==> src/rtl/msp_pkg.sv <==
`default_nettype none
// ==========================================================
// Shared constants and types
package msp_pkg;

  // ========================================================
  // Clock and time base
  localparam int CLK_PERIOD_NS = 50;
  localparam int MS_NS         = 1000000;
  localparam int MS_CYCLES     = MS_NS / CLK_PERIOD_NS;

  // ========================================================
  // Media selection encodings
  localparam logic [1:0] MEDIA_COPPER  = 2'h0;
  localparam logic [1:0] MEDIA_SERDES  = 2'h1;
  localparam logic [1:0] MEDIA_NONE    = 2'h2;
  localparam logic [2:0] MODE_AUTO_ANEG = 3'h6;
  localparam logic [2:0] MODE_AUTO_PASS = 3'h5;
  localparam logic [2:0] MODE_AUTO_FX   = 3'h7;

  // ========================================================
  // Inline power detection status codes and timing
  localparam logic [1:0]  IPD_ST_SEARCH  = 2'h0;
  localparam logic [1:0]  IPD_ST_FOUND   = 2'h1;
  localparam logic [1:0]  IPD_ST_TIMEOUT = 2'h2;
  localparam logic [12:0] IPD_TIMEOUT_MS = 13'h3e8;

  // ========================================================
  // Power saving timers, in milliseconds, indexed by field
  localparam logic [12:0] SLEEP_MS [4] = '{13'h3e8, 13'h7d0, 13'hbb8, 13'hfa0};
  localparam logic [12:0] WAKE_MS  [4] = '{13'h0a0, 13'h190, 13'h320, 13'h7d0};
  localparam logic [12:0] LSTO_MS  [4] = '{13'h3e8, 13'h7d0, 13'hbb8, 13'hfa0};
  localparam logic [12:0] RAND_NEG_MS  = 13'h050;
  localparam logic [7:0]  RAND_SPAN    = 8'h8c;
  localparam logic [7:0]  RAND_FOLD    = 8'h73;
  localparam logic [7:0]  LFSR_SEED    = 8'h5a;
  localparam logic [4:0]  FLP_BURST_MS = 5'h10;
  localparam logic [1:0]  FLP_BURSTS   = 2'h3;

  // ========================================================
  // Types
  typedef enum logic [1:0] {
    PS_OFF  = 2'b00,
    PS_LOW  = 2'b01,
    PS_WAKE = 2'b10,
    PS_NORM = 2'b11
  } msp_ps_e_t;

  typedef enum logic [1:0] {
    IPD_OFF    = 2'b00,
    IPD_SEARCH = 2'b01,
    IPD_FOUND  = 2'b10,
    IPD_ANEG   = 2'b11
  } msp_ipd_e_t;

  typedef struct packed {
    logic       pref_serdes;
    logic [2:0] media_mode;
    logic       aneg_en;
    logic       ipd_en;
    logic       psave_en;
    logic [1:0] sleep_sel;
    logic [1:0] wake_sel;
    logic [1:0] lsto_sel;
  } msp_cfg_t;

  typedef struct packed {
    logic cu_link;
    logic sd_link;
    logic flp_loopback;
  } msp_media_t;

  typedef struct packed {
    logic [1:0] active_media;
    logic       cu_block;
    logic       sd_block;
    logic       regs_both;
    logic       link_status;
    logic [1:0] ipd_status;
    logic       ipd_flag;
    logic       ipd_flp_tx;
    logic       aneg_run;
    msp_ps_e_t  pwr_state;
    logic       wake_flp;
    logic       wake_pair_b;
  } msp_stat_t;

endpackage
`default_nettype wire

==> src/rtl/msp_core.sv <==
`timescale 1ns/1ps
`default_nettype none
// ==========================================================
// Media select, inline power detect and power saving
// How it works
// - preference bit picks copper or SerDes
// - preferred link wins, drops non-preferred link
// - lone non-preferred link stays until preempted/lost
// - SerDes preferred blocks copper while SerDes linked
// - two-bit status reports copper, SerDes, none
// - mode codes 110, 101, 111 enable selection
// - pass-through mode: registers show copper only
// - detection needs enable and auto-negotiation enable
// - search sends special pulses, status 00
// - loopback gives status 01 and flag
// - interrupt status read clears flag
// - no loopback by time limit gives 10
// - status 10 resumes auto-negotiation, link reported
// - link loss restarts detection search
// - power saving enable accepted any time
// - sleep and wake alternate until energy seen
// - link loss in normal returns after timeout
// - enabled power saving starts in low power
// - forced speed stays normal after energy
// - auto-negotiation off in normal: stay normal
// - low power watches energy, goes normal
// - sleep period by field, randomized -80/+60 ms
// - wake sends three bursts alternating pairs
// - link timeout period from selection field
module msp_core #(
  parameter int MS_CYCLES = msp_pkg::MS_CYCLES
) (
  // Clock and reset
  input  wire logic               core_clk,
  input  wire logic               reset_n,
  // Management configuration and interrupt status read
  input  wire msp_pkg::msp_cfg_t  cfg,
  input  wire logic               int_rd,
  // Link engines and media pins
  input  wire msp_pkg::msp_media_t media,
  input  wire logic               energy_det,
  // Status toward management and engines
  output msp_pkg::msp_stat_t      stat
);
  import msp_pkg::*;

  typedef struct packed {
    msp_stat_t  stat;
    msp_ipd_e_t ipd;
    logic [12:0] ipd_tmr;
    logic [12:0] ps_tmr;
    logic [4:0]  burst_tmr;
    logic [1:0]  burst_cnt;
    logic        link_seen;
    logic [2:0]  en_q;
    logic        energy;
  } msp_core_st_t;

  msp_core_st_t st_r;
  msp_core_st_t st_nxt;
  logic         ms_tick;
  logic [7:0]   rnd;
  logic         auto_sel;
  logic         ipd_ok;
  logic         ipd_set;
  logic [1:0]   act;
  logic         link;
  logic [12:0]  sleep_ld;

  // ========================================================
  // Time base and randomizer
  msp_tick_gen #(
    .MS_CYCLES (MS_CYCLES)
  ) u_tick (
    .core_clk (core_clk),
    .reset_n  (reset_n),
    .ms_tick  (ms_tick),
    .rnd      (rnd)
  );

  // Randomized sleep reload
  assign sleep_ld = 13'(SLEEP_MS[cfg.sleep_sel] + {5'h00, rnd} - RAND_NEG_MS);

  // ========================================================
  // Next-state logic
  always_comb begin
    st_nxt = st_r;
    // Energy pin synchronizer, change once stages two and three agree
    st_nxt.en_q = {st_r.en_q[1:0], energy_det};
    if (st_r.en_q[1] == st_r.en_q[2]) begin
      st_nxt.energy = st_r.en_q[2];
    end

    // Automatic media selection
    auto_sel = (cfg.media_mode == MODE_AUTO_ANEG) || (cfg.media_mode == MODE_AUTO_PASS) ||
               (cfg.media_mode == MODE_AUTO_FX);
    act = st_r.stat.active_media;
    if (!auto_sel) begin
      act = media.cu_link ? MEDIA_COPPER : MEDIA_NONE;
    end else begin
      case (st_r.stat.active_media)
        MEDIA_COPPER: begin
          if (!media.cu_link) begin
            act = media.sd_link ? MEDIA_SERDES : MEDIA_NONE;
          end else if (cfg.pref_serdes && media.sd_link) begin
            act = MEDIA_SERDES;
          end
        end
        MEDIA_SERDES: begin
          if (!media.sd_link) begin
            act = media.cu_link ? MEDIA_COPPER : MEDIA_NONE;
          end else if (!cfg.pref_serdes && media.cu_link) begin
            act = MEDIA_COPPER;
          end
        end
        default: begin
          if (media.cu_link && media.sd_link) begin
            act = cfg.pref_serdes ? MEDIA_SERDES : MEDIA_COPPER;
          end else if (media.cu_link) begin
            act = MEDIA_COPPER;
          end else if (media.sd_link) begin
            act = MEDIA_SERDES;
          end else begin
            act = MEDIA_NONE;
          end
        end
      endcase
    end
    st_nxt.stat.active_media = act;
    st_nxt.stat.cu_block = auto_sel && cfg.pref_serdes && (act == MEDIA_SERDES);
    st_nxt.stat.sd_block = auto_sel && !cfg.pref_serdes && (act == MEDIA_COPPER);
    st_nxt.stat.regs_both = auto_sel && (cfg.media_mode != MODE_AUTO_PASS);
    link = ((act == MEDIA_COPPER) && media.cu_link) || ((act == MEDIA_SERDES) && media.sd_link);
    st_nxt.stat.link_status = link;

    // Inline powered device detection
    ipd_ok  = cfg.ipd_en && cfg.aneg_en;
    ipd_set = 1'b0;
    if (ms_tick && (st_r.ipd_tmr != 13'h0000)) begin
      st_nxt.ipd_tmr = st_r.ipd_tmr - 13'h0001;
    end
    case (st_r.ipd)
      IPD_OFF: begin
        if (ipd_ok) begin
          st_nxt.ipd     = IPD_SEARCH;
          st_nxt.ipd_tmr = IPD_TIMEOUT_MS;
        end
      end
      IPD_SEARCH, IPD_FOUND: begin
        if (!ipd_ok) begin
          st_nxt.ipd = IPD_OFF;
        end else if (media.flp_loopback) begin
          st_nxt.ipd     = IPD_FOUND;
          st_nxt.ipd_tmr = IPD_TIMEOUT_MS;
          ipd_set        = 1'b1;
        end else if (st_r.ipd_tmr == 13'h0000) begin
          st_nxt.ipd       = IPD_ANEG;
          st_nxt.link_seen = 1'b0;
        end
      end
      IPD_ANEG: begin
        if (!ipd_ok) begin
          st_nxt.ipd = IPD_OFF;
        end else if (st_r.link_seen && !media.cu_link) begin
          st_nxt.ipd     = IPD_SEARCH;
          st_nxt.ipd_tmr = IPD_TIMEOUT_MS;
        end else if (media.cu_link) begin
          st_nxt.link_seen = 1'b1;
        end
      end
      default: st_nxt.ipd = IPD_OFF;
    endcase
    case (st_nxt.ipd)
      IPD_FOUND: st_nxt.stat.ipd_status = IPD_ST_FOUND;
      IPD_ANEG:  st_nxt.stat.ipd_status = IPD_ST_TIMEOUT;
      default:   st_nxt.stat.ipd_status = IPD_ST_SEARCH;
    endcase
    st_nxt.stat.ipd_flp_tx = (st_nxt.ipd == IPD_SEARCH) || (st_nxt.ipd == IPD_FOUND);
    st_nxt.stat.aneg_run = cfg.aneg_en && !st_nxt.stat.ipd_flp_tx;
    // Set wins over a clearing read
    st_nxt.stat.ipd_flag = ipd_set || (st_r.stat.ipd_flag && !int_rd);

    // Power saving state machine
    st_nxt.stat.wake_flp = 1'b0;
    if (ms_tick && (st_r.ps_tmr != 13'h0000)) begin
      st_nxt.ps_tmr = st_r.ps_tmr - 13'h0001;
    end
    if (ms_tick && (st_r.burst_tmr != 5'h00)) begin
      st_nxt.burst_tmr = st_r.burst_tmr - 5'h01;
    end
    case (st_r.stat.pwr_state)
      PS_OFF: begin
        if (cfg.psave_en) begin
          st_nxt.stat.pwr_state = PS_LOW;
          st_nxt.ps_tmr         = sleep_ld;
        end
      end
      PS_LOW: begin
        if (!cfg.psave_en) begin
          st_nxt.stat.pwr_state = PS_OFF;
        end else if (st_r.energy) begin
          st_nxt.stat.pwr_state = PS_NORM;
          st_nxt.ps_tmr         = LSTO_MS[cfg.lsto_sel];
        end else if (st_r.ps_tmr == 13'h0000) begin
          st_nxt.stat.pwr_state = PS_WAKE;
          st_nxt.ps_tmr         = WAKE_MS[cfg.wake_sel];
          st_nxt.burst_tmr      = 5'h00;
          st_nxt.burst_cnt      = 2'h0;
        end
      end
      PS_WAKE: begin
        if (!cfg.psave_en) begin
          st_nxt.stat.pwr_state = PS_OFF;
        end else if (st_r.energy) begin
          st_nxt.stat.pwr_state = PS_NORM;
          st_nxt.ps_tmr         = LSTO_MS[cfg.lsto_sel];
        end else if (st_r.ps_tmr == 13'h0000) begin
          st_nxt.stat.pwr_state = PS_LOW;
          st_nxt.ps_tmr         = sleep_ld;
        end else if ((st_r.burst_tmr == 5'h00) && (st_r.burst_cnt != FLP_BURSTS)) begin
          // One burst per interval, swapping pair each time
          st_nxt.stat.wake_flp    = 1'b1;
          st_nxt.stat.wake_pair_b = ~st_r.stat.wake_pair_b;
          st_nxt.burst_cnt        = st_r.burst_cnt + 2'h1;
          st_nxt.burst_tmr        = FLP_BURST_MS;
        end
      end
      PS_NORM: begin
        if (!cfg.psave_en) begin
          st_nxt.stat.pwr_state = PS_OFF;
        end else if (!cfg.aneg_en) begin
          st_nxt.stat.pwr_state = PS_NORM;
        end else if (link) begin
          st_nxt.ps_tmr = LSTO_MS[cfg.lsto_sel];
        end else if (st_r.ps_tmr == 13'h0000) begin
          st_nxt.stat.pwr_state = PS_LOW;
          st_nxt.ps_tmr         = sleep_ld;
        end
      end
      default: st_nxt.stat.pwr_state = PS_OFF;
    endcase
  end

  // ========================================================
  // State register
  always_ff @(posedge core_clk or negedge reset_n) begin
    if (!reset_n) begin
      st_r <= '0;
      st_r.stat.active_media <= MEDIA_NONE;
    end else begin
      st_r <= st_nxt;
    end
  end

  assign stat = st_r.stat;
endmodule
`default_nettype wire

==> src/rtl/msp_tick_gen.sv <==
`timescale 1ns/1ps
`default_nettype none
// ==========================================================
// Millisecond tick and free-running random offset
module msp_tick_gen #(
  parameter int MS_CYCLES = msp_pkg::MS_CYCLES
) (
  // Clock and reset
  input  wire logic       core_clk,
  input  wire logic       reset_n,
  // Time base and random value
  output logic            ms_tick,
  output logic [7:0]      rnd
);
  import msp_pkg::*;

  typedef struct packed {
    logic [15:0] cnt;
    logic        tick;
    logic [7:0]  lfsr;
  } msp_tick_st_t;

  msp_tick_st_t st_r;
  msp_tick_st_t st_nxt;

  // Prescaler and LFSR, stepping every cycle
  always_comb begin
    st_nxt = st_r;
    st_nxt.tick = 1'b0;
    st_nxt.lfsr = {st_r.lfsr[6:0], st_r.lfsr[7] ^ st_r.lfsr[5] ^ st_r.lfsr[4] ^ st_r.lfsr[3]};
    if (st_r.cnt == 16'(MS_CYCLES - 1)) begin
      st_nxt.cnt  = 16'h0000;
      st_nxt.tick = 1'b1;
    end else begin
      st_nxt.cnt = st_r.cnt + 16'h0001;
    end
  end

  always_ff @(posedge core_clk or negedge reset_n) begin
    if (!reset_n) begin
      st_r <= '{cnt: 16'h0000, tick: 1'b0, lfsr: LFSR_SEED};
    end else begin
      st_r <= st_nxt;
    end
  end

  // Fold into 0..140 so the offset spans -80..+60 ms
  assign ms_tick = st_r.tick;
  assign rnd     = (st_r.lfsr > RAND_SPAN) ? (st_r.lfsr - RAND_FOLD) : st_r.lfsr;

endmodule
`default_nettype wire
==> config.mk <==
export PLATFORM = sky130hd
export DESIGN_NAME = msp_core
export DESIGN_NICKNAME = d
export VERILOG_FILES = /design/src/rtl/msp_pkg.sv /design/src/rtl/msp_core.sv /design/src/rtl/msp_tick_gen.sv
export SDC_FILE = /design/constraint.sdc
export NUM_CORES = 1
export LEC_CHECK = 0
export BUFFER_PORTS_ARGS = -buffer_cell sky130_fd_sc_hd__buf_2
export CAP_MARGIN = 20
export CORE_ASPECT_RATIO = 1.5
export CORE_MARGIN = 5
export CORE_UTILIZATION = 60
export CTS_CLUSTER_DIAMETER = 80
export DETAILED_ROUTE_END_ITERATION = 8
export PLACE_DENSITY = 0.79
export SLEW_MARGIN = 20
export SYNTH_ARGS = -nofsm -noshare
export SYNTH_HDL_FRONTEND = slang
export SYNTH_HIERARCHICAL = 1
export SYNTH_SLANG_ARGS = --single-unit
export TNS_END_PERCENT = 20
==> constraint.sdc <==
create_clock -name core_clk -period 4.8 [get_ports core_clk]
set_clock_uncertainty 0.2 [all_clocks]
set_input_delay 0.24 -clock core_clk [delete_from_list [all_inputs] [get_ports core_clk]]
set_output_delay 0.24 -clock core_clk [all_outputs]
set_load 0.05 [all_outputs]
==> results of run 1 <==
## final timing paths
path                       depth (start not counted)               to  slack (ns)             start
min in group asynchronous                          2  u_tick/st_r[18]        0.31           reset_n
min reg2reg                                        0        st_nxt[3]        0.15         st_nxt[2]
max reg2reg                                       18         st_r[22]        0.58  u_tick/st_nxt[1]
max in group asynchronous                          2         st_r[24]        3.61           reset_n
min                                                3          st_r[4]        0.02          media[0]
max                                               18         st_r[22]        0.58  u_tick/st_nxt[1]
## through the flow
step | setup slack [ns] | util | cell area (um2)
final | 0.583 | 0.654 | 6020
after global routing | 0.304 | 0.654 | 6020
after CTS | 0.587 | 0.653 | 6010
after detailed placement | 0.607 | 0.613 | 5640
after global placement | 0.805 | 0.613 | 5640
after floorplan | 0.983 | - | 5580
## routing by layer
metal,up-vias,track usage,part of all wire
li1,2260,-,-
met1,2336,0.295,0.39
met2,218,0.438,0.51
met3,57,0.0579,0.064
met4,0,0.101,0.035
met5,-,0,0
## area by class of cell
cell class | count | share of cell area
clock buffer | 11 | 0.0420
clock inverter | 5 | 0.00645
multi-input combinational | 468 | 0.528
timing repair buffer | 43 | 0.0439
sequential | 80 | 0.334
tap | 112 | 0.0233
inverter | 36 | 0.0225
## cells by family after synthesis
| family | Yosys count | share of synthesized area |
|---|---|---|
| fa+ha+maj | 33 | 0.0749 |
| simple gates | 223 | 0.213 |
| xor+xnor | 47 | 0.0737 |
| flops | 80 | 0.360 |
| compound gates | 157 | 0.192 |
| mux | 8 | 0.0155 |
| buf+inv | 82 | 0.0713 |
## tightest hold or removal path: stages
cell,delay [ns]
buf_2,0.14
o41ai_1,0.09
nand2_1,0.06
## cell usage in the layout (no fill, tap or decap), drive strengths merged, types with 10 or more instances in the layout
cell type  count
dfrtp         75
nor2          59
nand2         48
o21ai         38
inv           37
buf           35
xnor2         32
ha            31
a21oi         28
nand3         20
xor2          15
and2          12
a31oi         12
nor4          12
nor3          11
clkbuf        11
nor2b         10
## registers in the layout (all words and copies together) (netlist names)
name            flops
stat               15
u_tick/st_r        17
u_tick/st_nxt       7
u_tick/ms_tick      1
st_nxt              2
st_r               38
## power by group
group / internal [mW] / total [mW] / switching, mW
clock: 0.381 / 0.662 / 0.281
combinational: 0.378 / 1.04 / 0.663
sequential: 0.775 / 0.889 / 0.114
total: 1.53 / 2.59 / 1.06
## what timing repair did
action / 4_1_cts / 5_1_grt
endpoints found under the hold margin: 82 / 0
resized for setup: 0 / 0
hold buffers: 8 / 0
==> flow_summary.toml, run 1 <==
[placement]
post-dp-hpwl_um = 9580
post-place-cells = 731
port_buffers = 34
place.gp.congestion = 0.897

[critical_path]
path_cells = "inv_1 -> ha_1 -> and3b_1 -> o41ai_2 -> nor2b_1 -> xor2_1 -> inv_1 -> ha_1 -> inv_1 -> ha_1 -> inv_1 -> fa_1 -> nor2b_1 -> o22ai_1 -> xnor2_1 -> a211o_1 -> a31o_2 -> o2bb2ai_1"
cp-end-kind = "flop"
worstPathMaxFanout = 5
cp_top_family = "compound AO/OA/AOI/OAI gates"
cpPeakStageDelay_ns = 0.49
slowest_stage = "o41ai_2"
critPathArrivalTime_ns = 4.24
cp.required_ns = 4.82
cp_num_buf_inv = 4
critPathLaunchType = "flop"
crit_type = "flop to flop"
cpMostUsedCell = "inv_1"

[sta]
timing.setup.tns_ns = 0
fmax_mhz = 237
timing.final.crit_share = 0.879
worstMarginPinSlew_ns = 0.989
grt_setup_unrepaired = "no"
maxSlewViolCount = 0
setup_viol = 0
final-hold-violation-count = 0
max_slew_margin = 0.341
period_minus_slack_ns = 4.22
finalHoldWorstSlack_ns = 0.0241

[die]
die_area_um2 = 11400
initial_utilization = 0.607
core.rowCount = 43
die_w_um = 88.8
io_pins = 35
die_y_um = 128
core-area_um2 = 9200

[detailed_routing]
antenna_left = 0
drc = 0
drtIter0Drc = 542
drt_first_pass_iters = 6
finalWirelength_um = 13400
avgRoutedWirePerCell_um = 17.8
routed_via_density = 6.45
vias = 4871

[clock_tree]
h-tree-depth = 3
clock_path_buffers = 2
cts_buffers = 9
cts.sinks = 80
postCtsSetupRepairBufs = 0
cts-root-buf = "clkbuf_16"
cts_tree = "yes"
clkTransAtPathRegs_ns = 0.06
clock_latency_ns = 0.35

[layout]
area_delta_synth_final_pct = 7.75
diodes = 0
nFillCells = 749
fin_cells = 755
drive_gt1_frac = 0.124
multi_input_area_um2 = 3180
nets = 690
regArea_um2 = 2010

[run]
cap_violations = 0

[synthesis]
synth_nets = 682
async_flop_share = 1.00
ys_ff_latch = 80
synth_area_leader_cell = "dfrtp_1"
synth_seq_area_share = 0.360
yosys.area.top_type_share = 0.336
syn_area_per_cell_um2 = 8.86
synth_edf_count = 0
synthFlopType = "dfrtp_1"
synth_warnings = 6
netlist-cell-type-count = 77
synth_most_common_cell = "dfrtp_1"
synthCells = 630
syn-cell-area_um2 = 5580
synthTopCellsByArea = "dfrtp_1 (34%), ha_1 (6.9%), xnor2_1 (5.0%), nor2_1 (4.0%), o21ai_0 (3.2%)"
ys_top_cells_by_count = "dfrtp_1 (75), nor2_1 (59), nand2_1 (48), inv_1 (36), o21ai_0 (36)"

[power]
p_per_area_nw_per_um2 = 431
power.total_mw = 2.59
power_leakage_nw = 2.62
vdd_drop_max_v = 0.000309

[worst_hold_path]
hold_path_class = "input port to flop"

[global_route]
grt_pass1_wl_um = 22800
grt_pass1_vias = 4863
grt_max_degree = 81
antenna_found_initial = 0
grt_overflow = 0
grtUsageTotal = 0.253

[status]
outcome = "finished, final reports clean"
Power figures use the tool's default switching activity.
==> run 2, diff against run 1 <==
--- a/config.mk
+++ b/config.mk
@@ -10,6 +10,7 @@
 export CORE_ASPECT_RATIO = 1.5
 export CORE_MARGIN = 5
 export CORE_UTILIZATION = 60
+export CTS_BUF_LIST = sky130_fd_sc_hd__clkbuf_2
 export CTS_CLUSTER_DIAMETER = 80
 export DETAILED_ROUTE_END_ITERATION = 8
 export PLACE_DENSITY = 0.79
==> run 2 against run 1 <==
Effect of this change: flip-flop and latch count stayed put; global-route usage is 0.41 points lower; setup slack worse by 0.24 ns; die area stayed put; first-iteration DRC count is 27% lower; register-to-register slack worse by 0.24 ns; combinational power hardly changed; critical path depth is 1 higher; utilization is 0.41 points lower; design area is 0.62% lower.
==> flow_summary.toml, run 2 (same netlist as run 1, synthesis figures left out) <==
[detailed_routing]
drt_first_pass_iters = 7
finalWirelength_um = 13400
drc = 0
routed_via_density = 6.38
vias = 4925
antenna_left = 0
avgRoutedWirePerCell_um = 17.3
drtIter0Drc = 394

[critical_path]
worstPathMaxFanout = 5
timing.rr.start = "u_tick/st_nxt[1]"
path_cells = "inv_1 -> ha_1 -> and3b_1 -> o41ai_2 -> nor2b_1 -> xor2_1 -> inv_1 -> ha_1 -> inv_1 -> ha_1 -> inv_1 -> fa_1 -> nor2b_1 -> o22ai_1 -> a21oi_1 -> o21ai_0 -> a21oi_1 -> a31oi_1 -> dlygate4sd3_1"
crit_type = "flop to flop"
cpPeakStageDelay_ns = 0.56
critPathLaunchType = "flop"
r2r_end = "st_r[20]"
cp.required_ns = 5.09
crit_start = "u_tick/st_nxt[1]"
cp-end-kind = "flop"
cpMostUsedCell = "inv_1"
reg2reg_depth = 19
r2r_setup_slack_ns = 0.35
slowest_stage = "dlygate4sd3_1"
critPathArrivalTime_ns = 4.74

[sta]
max_slew_margin = 0.339
grt_setup_unrepaired = "no"
period_minus_slack_ns = 4.45
fmax_mhz = 224
fin_ws_ns = 0.345
setup_viol = 0
timing.setup.tns_ns = 0
finalHoldWorstSlack_ns = 0.0379
timing.final.crit_share = 0.928
maxSlewViolCount = 0
final-hold-violation-count = 0
worstMarginPinSlew_ns = 0.992

[layout]
final_cell_mix = "dfrtp_1 (75), nor2_1 (59), nand2_1 (48)"
layout_commonest_cell = "dfrtp_1"
nets = 706
largest_register_ffs = 38
multi_input_area_um2 = 3180
regMostFlops = "st_r"
nFillCells = 771
top_regs = "st_r (38), u_tick/st_r (17), stat (15)"
drive_gt1_frac = 0.118
regArea_um2 = 2010
area_delta_synth_final_pct = 7.08
fin_cells = 772
final_area_um2 = 5980

[power]
power_leakage_nw = 2.61
p_per_area_nw_per_um2 = 378
vdd_drop_max_v = 0.000246

[clock_tree]
clock_latency_ns = 0.57
cts_tree = "yes"
cts_buffers = 9
clkTransAtPathRegs_ns = 0.24
h-tree-depth = 3
cts.sinks = 80
clock_path_buffers = 2
cts-root-buf = "clkbuf_2"
cts_resized = 0

[global_route]
grtUsageTotal = 0.249
grt_overflow = 0
grt_pass1_vias = 4925
grt_util_met2 = 0.433
grt_pass1_wl_um = 22600
use_met3 = 0.0444
antenna_found_initial = 1
top_usage_layer = "met2"
grt_max_degree = 81
gr-usage-met1 = 0.289

[placement]
post-place-cells = 731
place_area_um2 = 5640
post-place-ws_ns = 0.607
place.gp.congestion = 0.897
port_buffers = 34
post-dp-hpwl_um = 9580

[worst_hold_path]
hold_path_class = "input port to asynchronous set/reset pin"

[run]
cap_violations = 0

[die]
initial_utilization = 0.607
core.rowCount = 43
die_y_um = 128
die_w_um = 88.8
io_pins = 35
die_area_um2 = 11400
core-area_um2 = 9200

[status]
outcome = "finished, final reports clean"
run 2: changes by cell type in the layout (fill, tap and decap cells not counted):
cell,delta
dlygate4sd3_1,+16
clkbuf_2,+9
diode_2,+1
clkbuf_8,-2
clkbuf_16,-9
clkinv_1,+2
run 2: layout make-up:
| type | count | area share |
|---|---|---|
| Timing Repair Buffer | 59 | 0.0710 |
| Multi-Input combinational cell | 468 | 0.531 |
| Antenna cell | 1 | 0.000419 |
| Clock buffer | 9 | 0.00753 |
| Sequential cell | 80 | 0.336 |
| Tap cell | 112 | 0.0234 |
| Inverter | 36 | 0.0226 |
| Clock inverter | 7 | 0.00774 |
run 2: per-layer routing:
metal | vias up | routed length [um]
li1 | 2288 | -
met1 | 2337 | 5020
met2 | 238 | 6830
met3 | 62 | 938
met4 | 0 | 574
met5 | - | 0
run 2: worst max path at each step:
stage / end / slack [ns] / cells after the start
CTS: st_r[20] / 0.38 / 19
global placement: st_r[22] / 0.80 / 18
floorplan: st_r[22] / 0.98 / 18
global route: st_r[20] / 0.01 / 19
finish: st_r[20] / 0.35 / 19
detailed placement: st_r[22] / 0.61 / 18
run 2: through the flow:
step	utilization	power, mW
finish	0.650	2.26
global route	0.650	2.41
CTS	0.649	2.24
detailed placement	0.613	1.90
global placement	0.613	1.87
floorplan	-	1.70
run 2: repair_timing:
item                                   in CTS  in global routing
buffers inserted                            0                  0
hold buffers                               24                  0
endpoints found under the hold margin      96                  0
run 2: where the power goes:
group,total [mW],internal (mW),switching [mW],leakage (nW)
Clock,0.315,0.0674,0.247,0.0573
Combinational,1.06,0.396,0.663,1.53
Sequential,0.886,0.774,0.112,1.03
Total,2.26,1.24,1.02,2.61
run 2: worst max-delay path, delay by kind of cell (launching register included):
family / cells / cell delay [ns]
adders and majority gates: 4 / 1.03
and+or+nand+nor: 3 / 0.51
buffers and inverters: 5 / 0.86
DFF: 1 / 0.48
AOI/OAI and AO/OA: 6 / 1.19
xor gates and xnor gates: 1 / 0.15
